==> src/sleep_pkg.sv <==
// constants and types for the sleep and brown-out sequencer
// Notes on behaviour
// - a supply at or below the brown-out threshold holds the chip in reset until it rises above it and the power-on count has run out.
// - the deep-sleep opcode stops the internal clock and halts the resonator oscillator.
// - any enabled interrupt from sources three to five, or a host USB reset, ends deep sleep.
// - timers get no clock in deep sleep, so a timer interrupt cannot wake from it.
// - a wake by interrupt branches to that interrupt's vector and the program resumes after it.
// - opcode 6f enters deep sleep and 7f enters light sleep, normally after ff.
// - pending interrupts are served in fixed order, source zero first, source five last.
// - light sleep gates only the cpu clock; timers and all six interrupts stay live and wake it.
// - a host USB reset resets the chip even in deep sleep and is recorded as the reset cause.
// - the power-on delay is skipped when recovering from deep sleep.
`default_nettype none
package sleep_pkg;
	localparam logic [7:0] OP_NOP        = 8'hff;
	localparam logic [7:0] OP_DEEP_SLEEP = 8'h6f;
	localparam logic [7:0] OP_LIGHT_SLEEP = 8'h7f;
	localparam int         NUM_IRQ       = 6;
	localparam int         TIMER_IRQ_MASK = 6'h07;
	localparam longint     CLK_HZ        = 10000000;
	localparam longint     POR_TIME_MS   = 98;
	localparam longint     POR_CYCLES    = (POR_TIME_MS * CLK_HZ) / 1000;
	localparam logic [1:0] CAUSE_POWER   = 2'h0;
	localparam logic [1:0] CAUSE_BROWNOUT = 2'h1;
	localparam logic [1:0] CAUSE_USB     = 2'h2;
	typedef enum logic [2:0] {ST_POR, ST_RUN, ST_DEEP, ST_LIGHT, ST_VECTOR} mode_t;
endpackage
`default_nettype wire

==> src/sleep_and_brownout_control.sv <==
// power-mode and supply-fault sequencer
`default_nettype none
module sleep_and_brownout_control import sleep_pkg::*; #(
	parameter int POR_COUNT = int'(POR_CYCLES)
) (
	// clock and reset
	input  wire logic       ref_clk,
	input  wire logic       sys_rst,
	// supply and host
	input  wire logic       brownout_threshold,
	input  wire logic       usb_reset,
	// cpu instruction stream
	input  wire logic       op_valid,
	input  wire logic [7:0] op_code,
	input  wire logic       isr_return,
	// interrupt sources
	input  wire logic [5:0] irq_pending,
	input  wire logic [5:0] irq_enable,
	// outputs
	output logic            chip_reset,
	output logic            cpu_clk_en,
	output logic            osc_en,
	output logic            timer_clk_en,
	output logic            vector_valid,
	output logic [2:0]      vector_id,
	output logic [1:0]      reset_cause,
	output logic            deep_sleep_recovery
);
	mode_t        mode_q;
	logic [31:0]  por_cnt_q;
	logic [5:0]   live;
	logic [2:0]   pri;
	logic         any_live;
	logic         deep_op;
	logic         light_op;
	logic         supply_fault;

	// executed sleep opcodes; a code without op_valid counts for nothing
	assign deep_op      = op_valid && (op_code == OP_DEEP_SLEEP);
	assign light_op     = op_valid && (op_code == OP_LIGHT_SLEEP);
	// brown-out and host reset share one path into the power-on sequence
	assign supply_fault = brownout_threshold || usb_reset;

	// timers are dead in deep sleep, so their requests are masked there
	always_comb begin
		live = irq_pending & irq_enable;
		if (mode_q == ST_DEEP)
			live = live & ~TIMER_IRQ_MASK[5:0];
		any_live = |live;
		pri = 3'h0;
		for (int i = NUM_IRQ - 1; i >= 0; i--) begin
			if (live[i])
				pri = i[2:0];
		end
	end

	// main mode sequencer; brown-out and usb reset override everything
	always_ff @(posedge ref_clk) begin
		if (sys_rst) begin
			mode_q    <= ST_POR;
			por_cnt_q <= 32'h0;
		end else if (brownout_threshold || usb_reset) begin
			mode_q    <= ST_POR;
			por_cnt_q <= 32'h0;
		end else begin
			case (mode_q)
				ST_POR: begin
					if (por_cnt_q >= 32'(POR_COUNT - 1))
						mode_q <= ST_RUN;
					else
						por_cnt_q <= por_cnt_q + 32'h1;
				end
				ST_RUN: begin
					if (deep_op)
						mode_q <= ST_DEEP;
					else if (light_op)
						mode_q <= ST_LIGHT;
				end
				ST_DEEP: begin
					if (any_live)
						mode_q <= ST_VECTOR;
				end
				ST_LIGHT: begin
					if (any_live)
						mode_q <= ST_VECTOR;
				end
				ST_VECTOR: begin
					if (isr_return)
						mode_q <= ST_RUN;
				end
				default: mode_q <= ST_POR;
			endcase
		end
	end

	// registered outputs; reset asserted in the power-on window
	always_ff @(posedge ref_clk) begin
		if (sys_rst) begin
			chip_reset   <= 1'b1;
			cpu_clk_en   <= 1'b0;
			osc_en       <= 1'b1;
			timer_clk_en <= 1'b0;
		end else begin
			chip_reset   <= brownout_threshold || usb_reset || (mode_q == ST_POR);
			cpu_clk_en   <= (mode_q == ST_RUN || mode_q == ST_VECTOR);
			osc_en       <= (mode_q != ST_DEEP);
			timer_clk_en <= (mode_q != ST_DEEP && mode_q != ST_POR);
		end
	end

	// vector capture at wake, held until the service routine returns
	always_ff @(posedge ref_clk) begin
		if (sys_rst) begin
			vector_valid <= 1'b0;
			vector_id    <= 3'h0;
		end else if (brownout_threshold || usb_reset) begin
			vector_valid <= 1'b0;
		end else if ((mode_q == ST_DEEP || mode_q == ST_LIGHT) && any_live) begin
			vector_valid <= 1'b1;
			vector_id    <= pri;
		end else if (mode_q == ST_VECTOR && isr_return) begin
			vector_valid <= 1'b0;
		end
	end

	// reset cause and recovery flag for firmware to inspect
	always_ff @(posedge ref_clk) begin
		if (sys_rst) begin
			reset_cause         <= CAUSE_POWER;
			deep_sleep_recovery <= 1'b0;
		end else begin
			if (usb_reset)
				reset_cause <= CAUSE_USB;
			else if (brownout_threshold)
				reset_cause <= CAUSE_BROWNOUT;
			if (mode_q == ST_DEEP && any_live && !usb_reset && !brownout_threshold)
				deep_sleep_recovery <= 1'b1;
			else if (mode_q == ST_RUN && deep_op)
				deep_sleep_recovery <= 1'b0;
		end
	end

	// checks on the mode sequencer, clock gates and reset outputs
	AST_BO_RESET: assert property (@(posedge ref_clk) disable iff (sys_rst)
		brownout_threshold |=> chip_reset)
		else $error("brown-out did not hold reset");
	AST_DEEP_OSC: assert property (@(posedge ref_clk) disable iff (sys_rst)
		(mode_q == ST_DEEP) |=> !osc_en && !cpu_clk_en)
		else $error("oscillator ran in deep sleep");
	AST_WAKE: assert property (@(posedge ref_clk) disable iff (sys_rst)
		(mode_q == ST_DEEP && any_live && !usb_reset && !brownout_threshold)
		|=> mode_q == ST_VECTOR)
		else $error("deep sleep missed wake");
	AST_TIMER_DEAD: assert property (@(posedge ref_clk) disable iff (sys_rst)
		(mode_q == ST_DEEP) |=> !timer_clk_en)
		else $error("timer clocked in deep sleep");
	AST_VECTOR: assert property (@(posedge ref_clk) disable iff (sys_rst)
		(mode_q == ST_VECTOR && isr_return && !usb_reset && !brownout_threshold)
		|=> mode_q == ST_RUN ##1 !vector_valid)
		else $error("no return after service");
	AST_OPCODE: assert property (@(posedge ref_clk) disable iff (sys_rst)
		(mode_q == ST_RUN && op_valid && op_code == OP_LIGHT_SLEEP && !usb_reset
		&& !brownout_threshold) |=> mode_q == ST_LIGHT ##1 !cpu_clk_en && osc_en)
		else $error("light sleep not entered");
	AST_PRIORITY: assert property (@(posedge ref_clk) disable iff (sys_rst)
		(mode_q == ST_LIGHT && live[0] && !usb_reset && !brownout_threshold)
		|=> vector_id == 3'h0)
		else $error("priority order broken");
	AST_USB_CAUSE: assert property (@(posedge ref_clk) disable iff (sys_rst)
		usb_reset |=> reset_cause == CAUSE_USB && chip_reset)
		else $error("usb reset not recorded");
	AST_NO_POR: assert property (@(posedge ref_clk) disable iff (sys_rst)
		(mode_q == ST_DEEP && any_live && !usb_reset && !brownout_threshold)
		|=> mode_q == ST_VECTOR && !chip_reset)
		else $error("power-on delay after wake");
	AST_BO_SEQ: assert property (@(posedge ref_clk) disable iff (sys_rst)
		brownout_threshold |=> mode_q == ST_POR)
		else $error("brown-out not into power-on sequence");

	// light sleep keeps oscillator and timers alive, only the cpu clock stops
	AST_LIGHT_CLOCKS: assert property (@(posedge ref_clk) disable iff (sys_rst)
		(mode_q == ST_LIGHT)
		|=> !cpu_clk_en && osc_en && timer_clk_en)
		else $error("light sleep gated the wrong clocks");
	AST_LIGHT_WAKE: assert property (@(posedge ref_clk) disable iff (sys_rst)
		(mode_q == ST_LIGHT && any_live && !supply_fault)
		|=> mode_q == ST_VECTOR && vector_valid)
		else $error("light sleep missed wake");
	// a timer request alone must leave deep sleep untouched
	AST_DEEP_HOLD: assert property (@(posedge ref_clk) disable iff (sys_rst)
		(mode_q == ST_DEEP && !any_live && !supply_fault)
		|=> mode_q == ST_DEEP && !vector_valid)
		else $error("deep sleep left without enabled wake");
	AST_USB_DEEP: assert property (@(posedge ref_clk) disable iff (sys_rst)
		(mode_q == ST_DEEP && usb_reset)
		|=> mode_q == ST_POR && chip_reset)
		else $error("usb reset ignored in deep sleep");
	AST_CAUSE_BO: assert property (@(posedge ref_clk) disable iff (sys_rst)
		(brownout_threshold && !usb_reset)
		|=> reset_cause == CAUSE_BROWNOUT)
		else $error("brown-out not recorded");
	// anything but an executed sleep opcode or a supply fault leaves run mode alone
	AST_IDLE_RUN: assert property (@(posedge ref_clk) disable iff (sys_rst)
		(mode_q == ST_RUN && !deep_op && !light_op && !supply_fault)
		|=> mode_q == ST_RUN)
		else $error("run mode left without sleep opcode");
	AST_DSR_CLEAR: assert property (@(posedge ref_clk) disable iff (sys_rst)
		(mode_q == ST_RUN && deep_op && !supply_fault)
		|=> mode_q == ST_DEEP && !deep_sleep_recovery)
		else $error("recovery flag kept over deep sleep entry");
	AST_VECTOR_HOLD: assert property (@(posedge ref_clk) disable iff (sys_rst)
		(mode_q == ST_VECTOR && !isr_return && !supply_fault)
		|=> mode_q == ST_VECTOR && vector_valid && $stable(vector_id))
		else $error("vector dropped before return");
	// the power-on count restarts from zero once the supply recovers
	AST_BO_RELEASE: assert property (@(posedge ref_clk) disable iff (sys_rst)
		$fell(brownout_threshold)
		|-> mode_q == ST_POR && por_cnt_q == 32'h0)
		else $error("brown-out release skipped the power-on count");
	AST_POR_HOLD: assert property (@(posedge ref_clk) disable iff (sys_rst)
		(mode_q == ST_POR)
		|=> chip_reset)
		else $error("reset released inside the power-on count");
endmodule
`default_nettype wire

==> config.mk <==
export PLATFORM = sky130hd
export DESIGN_NAME = sleep_and_brownout_control
export DESIGN_NICKNAME = d
export VERILOG_FILES = /design/src/sleep_pkg.sv /design/src/sleep_and_brownout_control.sv
export SDC_FILE = /design/constraint.sdc
export NUM_CORES = 1
export LEC_CHECK = 0
export ABC_CLOCK_PERIOD_IN_PS = 2100
export BUFFER_PORTS_ARGS = -buffer_cell sky130_fd_sc_hd__buf_2
export CAP_MARGIN = 20
export CORE_MARGIN = 4
export CORE_UTILIZATION = 49
export CTS_CLUSTER_SIZE = 25
export DETAILED_ROUTE_END_ITERATION = 6
export GPL_ROUTABILITY_DRIVEN = 1
export PLACE_DENSITY = 0.81
export SLEW_MARGIN = 0
export SYNTH_ARGS = -nofsm -noshare
export SYNTH_HDL_FRONTEND = slang
export SYNTH_SLANG_ARGS = --single-unit
==> constraint.sdc <==
create_clock -name ref_clk -period 2.1 [get_ports ref_clk]
set_input_delay 0.21 -clock ref_clk [delete_from_list [all_inputs] [get_ports ref_clk]]
set_output_delay 0.21 -clock ref_clk [all_outputs]
set_load 0.01 [all_outputs]
=== Word-level counts from Yosys, hierarchy flattened ===
Cells that the tools add are included.
Widths: inputs -> output; s select.

* Memory bits (writable): 0
* Latch bits: 0
* Memory bits (read-only): 0
* Memories kept: 0
* Word-level logic and storage cells: 73
* Register bits after elaboration: 46
* Output and inout port bits: 11

* Div/mod/pow operators: 0
* Shift-type cells: 0
* $add $sub $neg: 1
* Reductions and logical operators: 27
* Order comparisons: 1
* $mul: 0
* Equal/unequal tests: 11
* Bitwise gates (word level): 3
* Multiplexer cells: 19

{| class="wikitable"
|+ Operators with widths
! operator !! count
|-
| $mux 3 || 12
|-
| $add 32x1->32 const B || 1
|-
| $ge 32x20->1 const B || 1
|-
| $eq 8x7->1 const B || 2
|-
| $pmux 3 s4 || 1
|-
| $logic_and 1x1->1 || 9
|-
| $and 6x6->6 || 1
|-
| $eq 3x2->1 const B || 2
|-
| $reduce_bool 2->1 || 3
|-
| $reduce_or 2->1 || 3
|-
| $reduce_or 6->1 || 1
|-
| $logic_or 1x1->1 || 4
|-
| $mux 1 || 4
|-
| $mux 2 || 2
|-
| $ne 2x2->1 const B || 2
|-
| $reduce_and 2->1 || 2
|-
| $reduce_and 4->1 || 1
|-
| $eq 3x1->1 const B || 1
|-
| $eq 3x3->1 const B || 1
|-
| $logic_not 3->1 || 1
|-
| $ne 3x2->1 const B || 1
|-
| $ne 3x3->1 const B || 1
|-
| $reduce_bool 3->1 || 1
|-
| $logic_not 1->1 || 2
|-
| 2 further kinds || 3
|}

=== Depth between registers and ports, before layout ===
Gate-level depths: netlist (run 1).

* Depth in word-level cells: 7
* Depth in mapped cells: 8
* Depth with buffers taken out: 5

=== Least setup slack after synthesis (run 1) ===
Ideal clock, no wire load.

* Kind: reg2reg
* From: reg por_cnt_q[6]
* To: reg por_cnt_q[2]
* Path slack: -187 ps
* Buffers on the path: 1
* Data arrival time: 2,171 ps
* Stages on the path, launching flop included: 7
* Cell sequence: dfxtp_1 > or4_1 > a2111o_1 > a221oi_2 > buf_2 > a21oi_1 > a31o_2

* Longest elaborated chain between the ends: 3

{| class="wikitable"
|+ Ends and longest elaborated chain
! item !! RTL line !! text
|-
| from (decl) || sleep_and_brownout_control.sv:30 || <nowiki>logic [31:0] por_cnt_q;</nowiki>
|-
| from (signal assigned) || sleep_and_brownout_control.sv:71 || <nowiki>por_cnt_q <= por_cnt_q + 32'h1;</nowiki>
|-
| $ge 32x20->1 || sleep_and_brownout_control.sv:68 || <nowiki>if (por_cnt_q >= 32'(POR_COUNT - 1))</nowiki>
|-
| $not 1->1 (no source line) || n/a ||
|-
| $reduce_and 2->1 (no source line) || n/a ||
|}

Every way passes these cells.
A chain may end at the register's enable or synchronous reset.

=== Final worst setup path (run 1) ===
* From: reg por_cnt_q[9]
* To: reg por_cnt_q[9]

* Longest elaborated chain between the ends: 3
* Elaborated cells on any way between the ends: 4
* Classes of those cells: 1 x add/sub; 1 x order compare; 1 x bitwise; 1 x reduce/logical

{| class="wikitable"
|+ Ends and longest elaborated chain
! item !! RTL line
|-
| $ge 32x20->1 || sleep_and_brownout_control.sv:68
|-
| $not 1->1 (no source line) || n/a
|-
| $reduce_and 2->1 (no source line) || n/a
|}

Parallel ways exist; a longest one is shown, timed or not.

==> results of run 1 <==
[worst paths after layout]
kind | start | endpoint | slack (ns) | cells after the start
worst max-delay path | por_cnt_q[9] | por_cnt_q[9] | -0.09 | 6
worst min-delay path | usb_reset | reset_cause[0] | 0.14 | 2
worst max register to register | por_cnt_q[9] | por_cnt_q[9] | -0.09 | 6
worst min register to register | vector_id[1] | vector_id[1] | 0.47 | 2
[cell type report]
| cell class | instances | area share |
|---|---|---|
| inverters | 3 | 0.004198 |
| clock inverters | 2 | 0.004664 |
| flip-flops and latches | 46 | 0.3442 |
| multi-input cells | 176 | 0.4426 |
| well taps | 50 | 0.02332 |
| repair buffers | 63 | 0.1502 |
| clock buffers | 6 | 0.03078 |
[synth_stat cells, types with 2 or more instances]
library cell  instances  area share
o311ai_0              5       0.021
buf_2                 2      0.0048
o21ai_0               9       0.022
dfxtp_1              46        0.45
or2_2                 2      0.0061
nand2_1              24       0.044
inv_1                 3      0.0055
clkbuf_1             10       0.018
and2_1               13       0.039
mux2i_1               6       0.029
a21oi_1              12       0.029
or4_1                 3       0.011
o2111ai_1             2      0.0085
nor3b_1               2      0.0073
nor3_1                7       0.017
o31ai_1               2      0.0073
o41ai_1               5       0.021
a211oi_1              2      0.0073
and3_1                4       0.012
nand4_1              10       0.030
xnor2_1               2      0.0085
nand3_1               7       0.017
nand2b_1             10       0.030
or3_1                 6       0.018
nor2_1               18       0.033
a31oi_1               3      0.0091
nor4_1                5       0.015
[timing repair]
item                       4_1_cts  5_1_grt
setup buffers                    3        0
setup endpoints to repair       17       22
gates cloned                     0        0
resized for setup                6        6
pin swaps                        2        1
[per-layer routing]
metal,vias up,global-route usage,part of all wire
met1,926,0.2683,0.45
met4,0,0.07992,0.0090
met5,-,0,0
met2,54,0.3347,0.49
met3,4,0.03994,0.044
li1,1001,-,-
[worst register-to-register path: stages, from the launching register on]
cell and delay, ns:
dfxtp_2 0.32, or4_1 0.51, a2111o_1 0.31, a221o_1 0.34
buf_6 0.16, or3_1 0.37, a21oi_2 0.12
[sequential cells by signal (all words and copies together) (netlist names)]
| signal | count |
|---|---|
| cpu_clk_en | 1 |
| timer_clk_en | 1 |
| por_cnt_q | 32 |
| vector_valid | 1 |
| deep_sleep_recovery | 1 |
| chip_reset | 1 |
| vector_id | 3 |
| osc_en | 1 |
| reset_cause | 2 |
| mode_q | 3 |
[cells by family after synthesis]
family / after synthesis / share of synthesized area
simple gates: 114 / 0.2915
compound gates: 53 / 0.1849
flops: 46 / 0.4461
buf+inv: 16 / 0.03394
mux: 6 / 0.02909
xor+xnor: 2 / 0.008486
fa+ha+maj: 1 / 0.006060
[power groups by stage]
| stage | Sequential [W] | Combinational [W] | Clock [W] |
|---|---|---|---|
| after global placement | 0.000897 | 0.0000753 | 0 |
| after global routing | 0.000877 | 0.0000895 | 0.000605 |
| final | 0.000876 | 0.0000796 | 0.000552 |
| after detailed placement | 0.000897 | 0.0000781 | 0 |
| after floorplan | 0.000898 | 0.0000357 | 0 |
| after CTS | 0.000876 | 0.0000789 | 0.000566 |
[stage by stage]
stage          TNS [ns]  instance area [sq um]
3_3_place_gp    -0.4150                   2507
2_1_floorplan   -0.1563                   2135
4_1_cts         -0.6681                   2655
3_5_place_dp    -0.8966                   2507
5_1_grt          -2.164                   2683
6_report        -0.6118                   2683
==> run_results.csv, run 1 <==
group,metric,value,unit
outcome,status,"complete, but fails checks",
outcome,violations,"setup timing",
synth,async_flop_share,0,
power_and_ir_drop,switching_power,0.0003349,W
cells_and_area,num-fill-cells,346,
power_and_ir_drop,peakVddDrop,0.5215,mV
cells_and_area,nets,322,
timing,fin_crit,2.192,ns
synth,synth_cell_types,45,
placed_design,port_buffers,36,
worst_hold_path,hold_path.class,"in2reg",
placed_design,dp_cells,335,
critical_path,crit_path_max_fanout,10,
critical_path,arrival,2.42,ns
clock_network,clockBufferDepth,2,
timing,tightest_slew,0.6528,ns
drt,drt-initial-drc-count,163,
synth,yosysSeqAreaShare,0.4461,
drt,routed_wl,4.879,mm
global_route,grt_pass1_wl,8.680,mm
job,maxCapViolations,0,
global_route,grt_overflow,0,
power_and_ir_drop,combPwrFrac,0.053,
placed_design,hpwl,3.664,mm
timing,fin_ws,-0.09179,ns
placed_design,pre_cts_ws,-0.1224,ns
global_route,antenna_found_initial,0,
timing,hold_violations,0,
cells_and_area,regArea,923.4,sq um
die,ios,37,
timing,final.period_utilization,1.044,
global_route,grt_use_total,0.2055,
critical_path,cp_top_family,"simple AND/OR/NAND/NOR gates",
power_and_ir_drop,total_power,0.001508,W
timing,maxSlewViolCount,0,
drt,vias_per_cell,5.737,
clock_network,holdBufCountCts,0,
placed_design,routabilityCongestion,0.8755,
die,fp.dieW,72.91,um
synth,avgSynthCellArea,8.674,sq um
critical_path,worst-setup-path-type,"reg2reg",
die,dieArea,5316,sq um
synth,synth_area,2064,sq um
synth,ys_warn_count,0,
clock_network,cts_sinks,46,
critical_path,critPathCaptureType,"register",
cells_and_area,fin_util,0.6658,
clock_network,htree_num_levels,2,
clock_network,cts_tree,"yes",
drt,firstDrtPassIters,4,
drt,vias,1985,
global_route,grt_pass1_vias,1950,
power_and_ir_drop,p_int,0.001173,W
timing,finalSetupViolCount,12,
timing,rsz0062_at_grt,"yes",
critical_path,startpoint_type,"register",
cells_and_area,layout_common_cells,"dfxtp_1, buf_2, nand2_1, buf_4, nor2_1",
synth,ys_seq_elements,46,
critical_path,crit_slowest_cell,"or4_1",
cells_and_area,mostFrequentLayoutCell,"dfxtp_1",
global_route,grt_max_degree,35,
clock_network,worstSkewPairLatency,0.29,ns
critical_path,path_buf_inv,1,
synth,netlist_instances,238,
drt,drc,0,
cells_and_area,layout.cells.non_filler,346,
synth,ys.flop_type,"dfxtp_1",
die,start_util,0.5124,
clock_network,cts_buffers,5,
die,fp.dieH,72.91,um
critical_path,critPathMaxStageDelay,0.51,ns
timing,hold_ws,0.1447,ns
cells_and_area,diodes,0,
die,rows,23,
critical_path,worst-endpoint-required,2.33,ns
power_and_ir_drop,leakage,1.100,nW
drt,drtAntennaViolNets,0,
cells_and_area,drive_gt1_frac,0.3041,
synth,synth_edf_count,0,
power_and_ir_drop,power_density,562.2,nW/um^2
timing,slew-limit-headroom,0.5591,
power_and_ir_drop,power.share.sequential,0.581,
timing,finalClockSkew,0.007718,ns
cells_and_area,area_delta_synth_final,29.94,%
power_and_ir_drop,switching_share,0.2221,
timing,fmaxAchievable,0.4562,GHz
die,core,4029,sq um
critical_path,crit_chain,"or4_1 > a2111o_1 > a221o_1 > buf_6 > or3_1 > a21oi_2",
power_and_ir_drop,clock_power_share,0.366,
clock_network,cts.clk_slew.worst_paths,0.08,ns
synth,synth_nets,265,
clock_network,cts-root-buf,"clkbuf_8",
cells_and_area,multi_input_area,1187,sq um
drt,wl_per_cell,14.10,um
Power figures use the tool's default switching activity.
==> run 2: changes to the inputs <==
Settings changed: REMOVE_ABC_BUFFERS set to 1, TNS_END_PERCENT set to 50.
==> run_results.csv, run 2 (synthesized netlist as in run 1, its figures left out) <==
group,metric,value,unit
outcome,status,"complete, but fails checks",
outcome,violations,"setup timing",
drt,firstDrtPassIters,4,
power_and_ir_drop,peakVddDrop,0.4746,mV
global_route,antenna_found_initial,0,
power_and_ir_drop,power_density,559.7,nW/um^2
worst_hold_path,hold_path.class,"in2reg",
critical_path,startpoint_type,"register",
timing,maxSlewViolCount,0,
job,maxCapViolations,0,
clock_network,cts_buffers,5,
clock_network,cts_sinks,46,
timing,slew-limit-headroom,0.6722,
global_route,busiest_layer,"met2",
cells_and_area,drive_gt1_frac,0.3212,
global_route,grt_pass1_vias,1978,
global_route,grt_max_degree,35,
cells_and_area,layout.cells.non_filler,352,
drt,drtAntennaViolNets,0,
cells_and_area,num-fill-cells,313,
clock_network,cts.clk_slew.worst_paths,0.09,ns
critical_path,critPathMaxStageDelay,0.52,ns
cells_and_area,final_cell_area,2733,sq um
critical_path,worst-endpoint-required,2.34,ns
die,core,4029,sq um
drt,routed_wl,5.183,mm
cells_and_area,area_delta_synth_final,32.36,%
drt,vias,2058,
global_route,grt_pass1_wl,8.783,mm
timing,fin_crit,2.260,ns
timing,final.period_utilization,1.076,
placed_design,port_buffers,36,
cells_and_area,layout_common_cells,"dfxtp_1, buf_2, buf_4",
cells_and_area,top_register,"por_cnt_q",
cells_and_area,diodes,0,
die,ios,37,
die,dieArea,5316,sq um
die,start_util,0.5124,
critical_path,crit_slowest_cell,"or4_4",
drt,drt-initial-drc-count,179,
clock_network,clockBufferDepth,2,
critical_path,crit_chain,"or4_4 > a2111o_1 > a221o_1 > buf_4 > or3_1 > a21oi_1",
drt,drc,0,
placed_design,hpwl,3.469,mm
critical_path,worst-setup-path-type,"reg2reg",
placed_design,routabilityCongestion,0.9270,
placed_design,dp_cells,338,
critical_path,crit_path_max_fanout,5,
global_route,use_met3,0.05372,
global_route,gr-usage-met2,0.3447,
critical_path,arrival,2.50,ns
timing,rsz0062_at_grt,"yes",
die,rows,23,
timing,tightest_slew,0.4879,ns
clock_network,worstSkewPairLatency,0.31,ns
clock_network,cts-root-buf,"clkbuf_8",
placed_design,postPlaceCellArea,2456,sq um
cells_and_area,largest_reg_flops,32,
drt,vias_per_cell,5.847,
critical_path,path_buf_inv,1,
power_and_ir_drop,leakage,1.118,nW
timing,fin_tns_setup,-1.312,ns
cells_and_area,top_regs,"por_cnt_q (32), mode_q (3), vector_id (3)",
critical_path,critPathCaptureType,"register",
cells_and_area,nets,328,
global_route,met1_usage,0.2575,
timing,finalSetupViolCount,13,
global_route,grt_overflow,0,
timing,fmaxAchievable,0.4425,GHz
clock_network,htree_num_levels,2,
timing,hold_ws,0.1340,ns
global_route,grt_use_total,0.2080,
cells_and_area,mostFrequentLayoutCell,"dfxtp_1",
timing,fin_ws,-0.1600,ns
clock_network,cts_tree,"yes",
timing,finalClockSkew,0.004248,ns
drt,wl_per_cell,14.72,um
critical_path,cp_top_family,"simple AND/OR/NAND/NOR gates",
die,fp.dieW,72.91,um
timing,hold_violations,0,
die,fp.dieH,72.91,um
-- run 2: cell types whose count changed in the layout (fill, tap and decap cells not counted), sizes merged --
cell | before | now
buf | 63 | 69
clkbuf | 6 | 5
inv | 3 | 4
-- run 2: final timing paths --
path / start / end / slack [ns] / depth (start not counted)
setup / recovery: por_cnt_q[6] / por_cnt_q[17] / -0.16 / 6
hold / removal: usb_reset / reset_cause[0] / 0.13 / 2
hold reg to reg: por_cnt_q[28] / por_cnt_q[28] / 0.47 / 1
setup reg to reg: por_cnt_q[6] / por_cnt_q[17] / -0.16 / 6
-- run 2: worst reg2reg max path, cell delays in order, from the launching register on --
cell,delay [ns]
dfxtp_2,0.33
or4_4,0.52
a2111o_1,0.32
a221o_1,0.37
buf_4,0.18
or3_1,0.34
a21oi_1,0.15
-- run 2: timing repair --
item / in CTS / in global routing
hold buffers: 0 / 0
endpoints found under the setup margin: 22 / 23
pin swaps: 6 / 8
setup buffers: 3 / 1
resized for setup: 18 / 16
gates cloned: 2 / 0
-- run 2: cell type report --
cell class | instances | area, sq um | share of cell area
inverter | 3 | 11.26 | 0.004121
clock inverter | 3 | 25.02 | 0.009158
tap | 50 | 62.56 | 0.02289
clock buffer | 5 | 68.82 | 0.02518
timing repair buffer | 69 | 446.7 | 0.1635
multi-input combinational | 176 | 1195 | 0.4373
sequential | 46 | 923.4 | 0.3379
-- run 2: per-stage QoR --
stage	setup WS, ns	utilization	power, W
final	-0.1600	0.6783	0.001530
after global routing	-0.2566	0.6783	0.001590
after CTS	-0.1307	0.6599	0.001534
after detailed placement	-0.2658	0.6096	0.0009758
after global placement	-0.2354	0.6096	0.0009732
after floorplan	-0.3639	-	0.0009290
-- run 2: metal layers --
layer | vias up | part of all wire
met4 | 0 | 0.025
met1 | 965 | 0.45
li1 | 1017 | -
met5 | - | 0
met3 | 14 | 0.049
met2 | 62 | 0.48
-- run 2: power by group --
part | switching [W] | leakage (nW) | internal [W]
Sequential | 0.00000162 | 0.372 | 0.000875
Combinational | 0.0000452 | 0.701 | 0.0000362
Clock | 0.000331 | 0.0447 | 0.000241
Total | 0.000378 | 1.12 | 0.00115
==> run 3: changes to the inputs <==
Settings changed: CTS_CLUSTER_DIAMETER set to 100, PLACE_DENSITY 0.81 to 0.74.
==> run_results.csv, run 3 (synthesized netlist as in run 1, its figures left out) <==
group,metric,value,unit
power_and_ir_drop,peakVddDrop,0.4168,mV
placed_design,routabilityCongestion,0.8901,
die,fp.dieW,72.91,um
timing,maxSlewViolCount,0,
die,core,4029,sq um
timing,fmaxAchievable,0.4375,GHz
critical_path,crit_chain,"or4_4 > a2111o_1 > a221o_1 > buf_4 > o311ai_2 > o41ai_2",
cells_and_area,nets,326,
worst_hold_path,hold_path.class,"in2reg",
clock_network,clockBufferDepth,2,
timing,fin_ws,-0.1858,ns
global_route,grt_use_total,0.2047,
outcome,status,"complete, but fails checks",
timing,slew-limit-headroom,0.6274,
drt,wl_met1,2.265,mm
clock_network,holdBufCountCts,0,
placed_design,port_buffers,36,
cells_and_area,regArea,922.1,sq um
clock_network,cts_sinks,46,
die,start_util,0.5124,
placed_design,dp_cells,338,
die,ios,37,
cells_and_area,layout.cells.non_filler,350,
drt,wl_per_cell,14.60,um
cells_and_area,num-fill-cells,319,
critical_path,critPathMaxStageDelay,0.53,ns
cells_and_area,top_register,"por_cnt_q",
global_route,grt_overflow,0,
global_route,grt_max_degree,34,
clock_network,worstSkewPairLatency,0.30,ns
drt,vias_per_cell,5.823,
critical_path,worst-endpoint-required,2.28,ns
drt,drt-initial-drc-count,133,
clock_network,cts-root-buf,"clkbuf_8",
cells_and_area,drive_gt1_frac,0.3133,
clock_network,cts_tree,"yes",
critical_path,critPathCaptureType,"register",
critical_path,crit_slowest_cell,"or4_4",
timing,fin_crit,2.286,ns
timing,hold_violations,0,
timing,finalClockSkew,0.005097,ns
power_and_ir_drop,power_density,597.8,nW/um^2
power_and_ir_drop,leakage,1.127,nW
drt,drtAntennaViolNets,0,
placed_design,hpwl,3.484,mm
cells_and_area,layout_common_cells,"dfxtp_1, buf_2, buf_4",
drt,firstDrtPassIters,4,
clock_network,htree_num_levels,2,
global_route,antenna_found_initial,0,
drt,topRoutingLayerUsed,"met4",
clock_network,cts.clk_slew.worst_paths,0.09,ns
timing,rsz0062_at_grt,"yes",
timing,final.period_utilization,1.088,
drt,routed_wl,5.111,mm
die,dieArea,5316,sq um
cells_and_area,diodes,0,
cells_and_area,largest_reg_flops,32,
critical_path,reg2reg_slack,-0.19,ns
cells_and_area,area_delta_synth_final,31.51,%
timing,finalSetupViolCount,19,
cells_and_area,top_regs,"por_cnt_q (32), mode_q (3), vector_id (3)",
timing,hold_ws,0.1442,ns
drt,drc,0,
global_route,grt_pass1_wl,8.749,mm
die,rows,23,
cells_and_area,multi_input_area,1175,sq um
die,fp.dieH,72.91,um
drt,vias,2038,
cells_and_area,mostFrequentLayoutCell,"dfxtp_1",
placed_design,pre_cts_ws,-0.2832,ns
job,maxCapViolations,0,
global_route,grt_pass1_vias,2021,
drt,met3_length,178,um
critical_path,startpoint_type,"register",
timing,tightest_slew,0.5583,ns
clock_network,cts_buffers,5,
critical_path,worst-setup-path-type,"reg2reg",
outcome,violations,"setup timing",
critical_path,arrival,2.47,ns
critical_path,crit_path_max_fanout,7,
drt,wl_met2,2.599,mm
## run 3: cell types whose count changed in the layout (fill, tap and decap cells not counted), sizes merged
cell      before  now
clkinvlp       1    0
bufinv         0    1
buf           69   67
## run 3: worst paths after layout
| path | end | depth (start not counted) | from |
|---|---|---|---|
| max | por_cnt_q[7] | 6 | por_cnt_q[6] |
| min | reset_cause[0] | 2 | usb_reset |
| max reg2reg | por_cnt_q[7] | 6 | por_cnt_q[6] |
| min reg2reg | por_cnt_q[26] | 1 | por_cnt_q[26] |
## run 3: layout make-up
class / count / area share
multi-input cells: 176 / 0.4327
flip-flops and latches: 46 / 0.3396
repair buffers: 67 / 0.1590
clock buffers: 5 / 0.02535
well taps: 50 / 0.02304
clock inverters: 3 / 0.01613
inverters: 3 / 0.004147
## run 3: worst max-delay path: cells and delay by family (launching register included)
kind	cells	cell delay [ns]
simple gates	1	0.53
compound gates	4	1.11
buf+inv	1	0.20
flops	1	0.33
## run 3: routing by layer
metal	track usage	vias to the layer above
li1	-	1007
met1	0.2528	961
met2	0.3497	61
met3	0.03444	9
met4	0.08811	0
met5	0	-
## run 3: power by group
part	internal, W	total [W]	leakage (nW)	switching (W)
Combinational	0.0000345	0.0000801	0.697	0.0000455
Clock	0.000357	0.000667	0.0585	0.000310
Sequential	0.000874	0.000876	0.372	0.00000161
Total	0.00127	0.00162	1.13	0.000358
## run 3: metrics by stage
| stage | total power [W] | TNS, ns | area (sq um) | util |
|---|---|---|---|---|
| 6_report | 0.001623 | -1.482 | 2715 | 0.6739 |
| 5_1_grt | 0.001687 | -2.890 | 2715 | 0.6739 |
| 4_1_cts | 0.001625 | -1.061 | 2629 | 0.6525 |
| 3_5_place_dp | 0.0009739 | -3.829 | 2456 | 0.6096 |
| 3_3_place_gp | 0.0009721 | -3.138 | 2456 | 0.6096 |
| 2_1_floorplan | 0.0009290 | -5.041 | 2006 | - |
## run 3: repair_timing
action,in CTS,in global routing
pin swaps,11,4
setup endpoints to repair,22,21
cloned,1,0
hold endpoints to repair,0,0
setup buffers,1,2
gates resized for setup,12,17
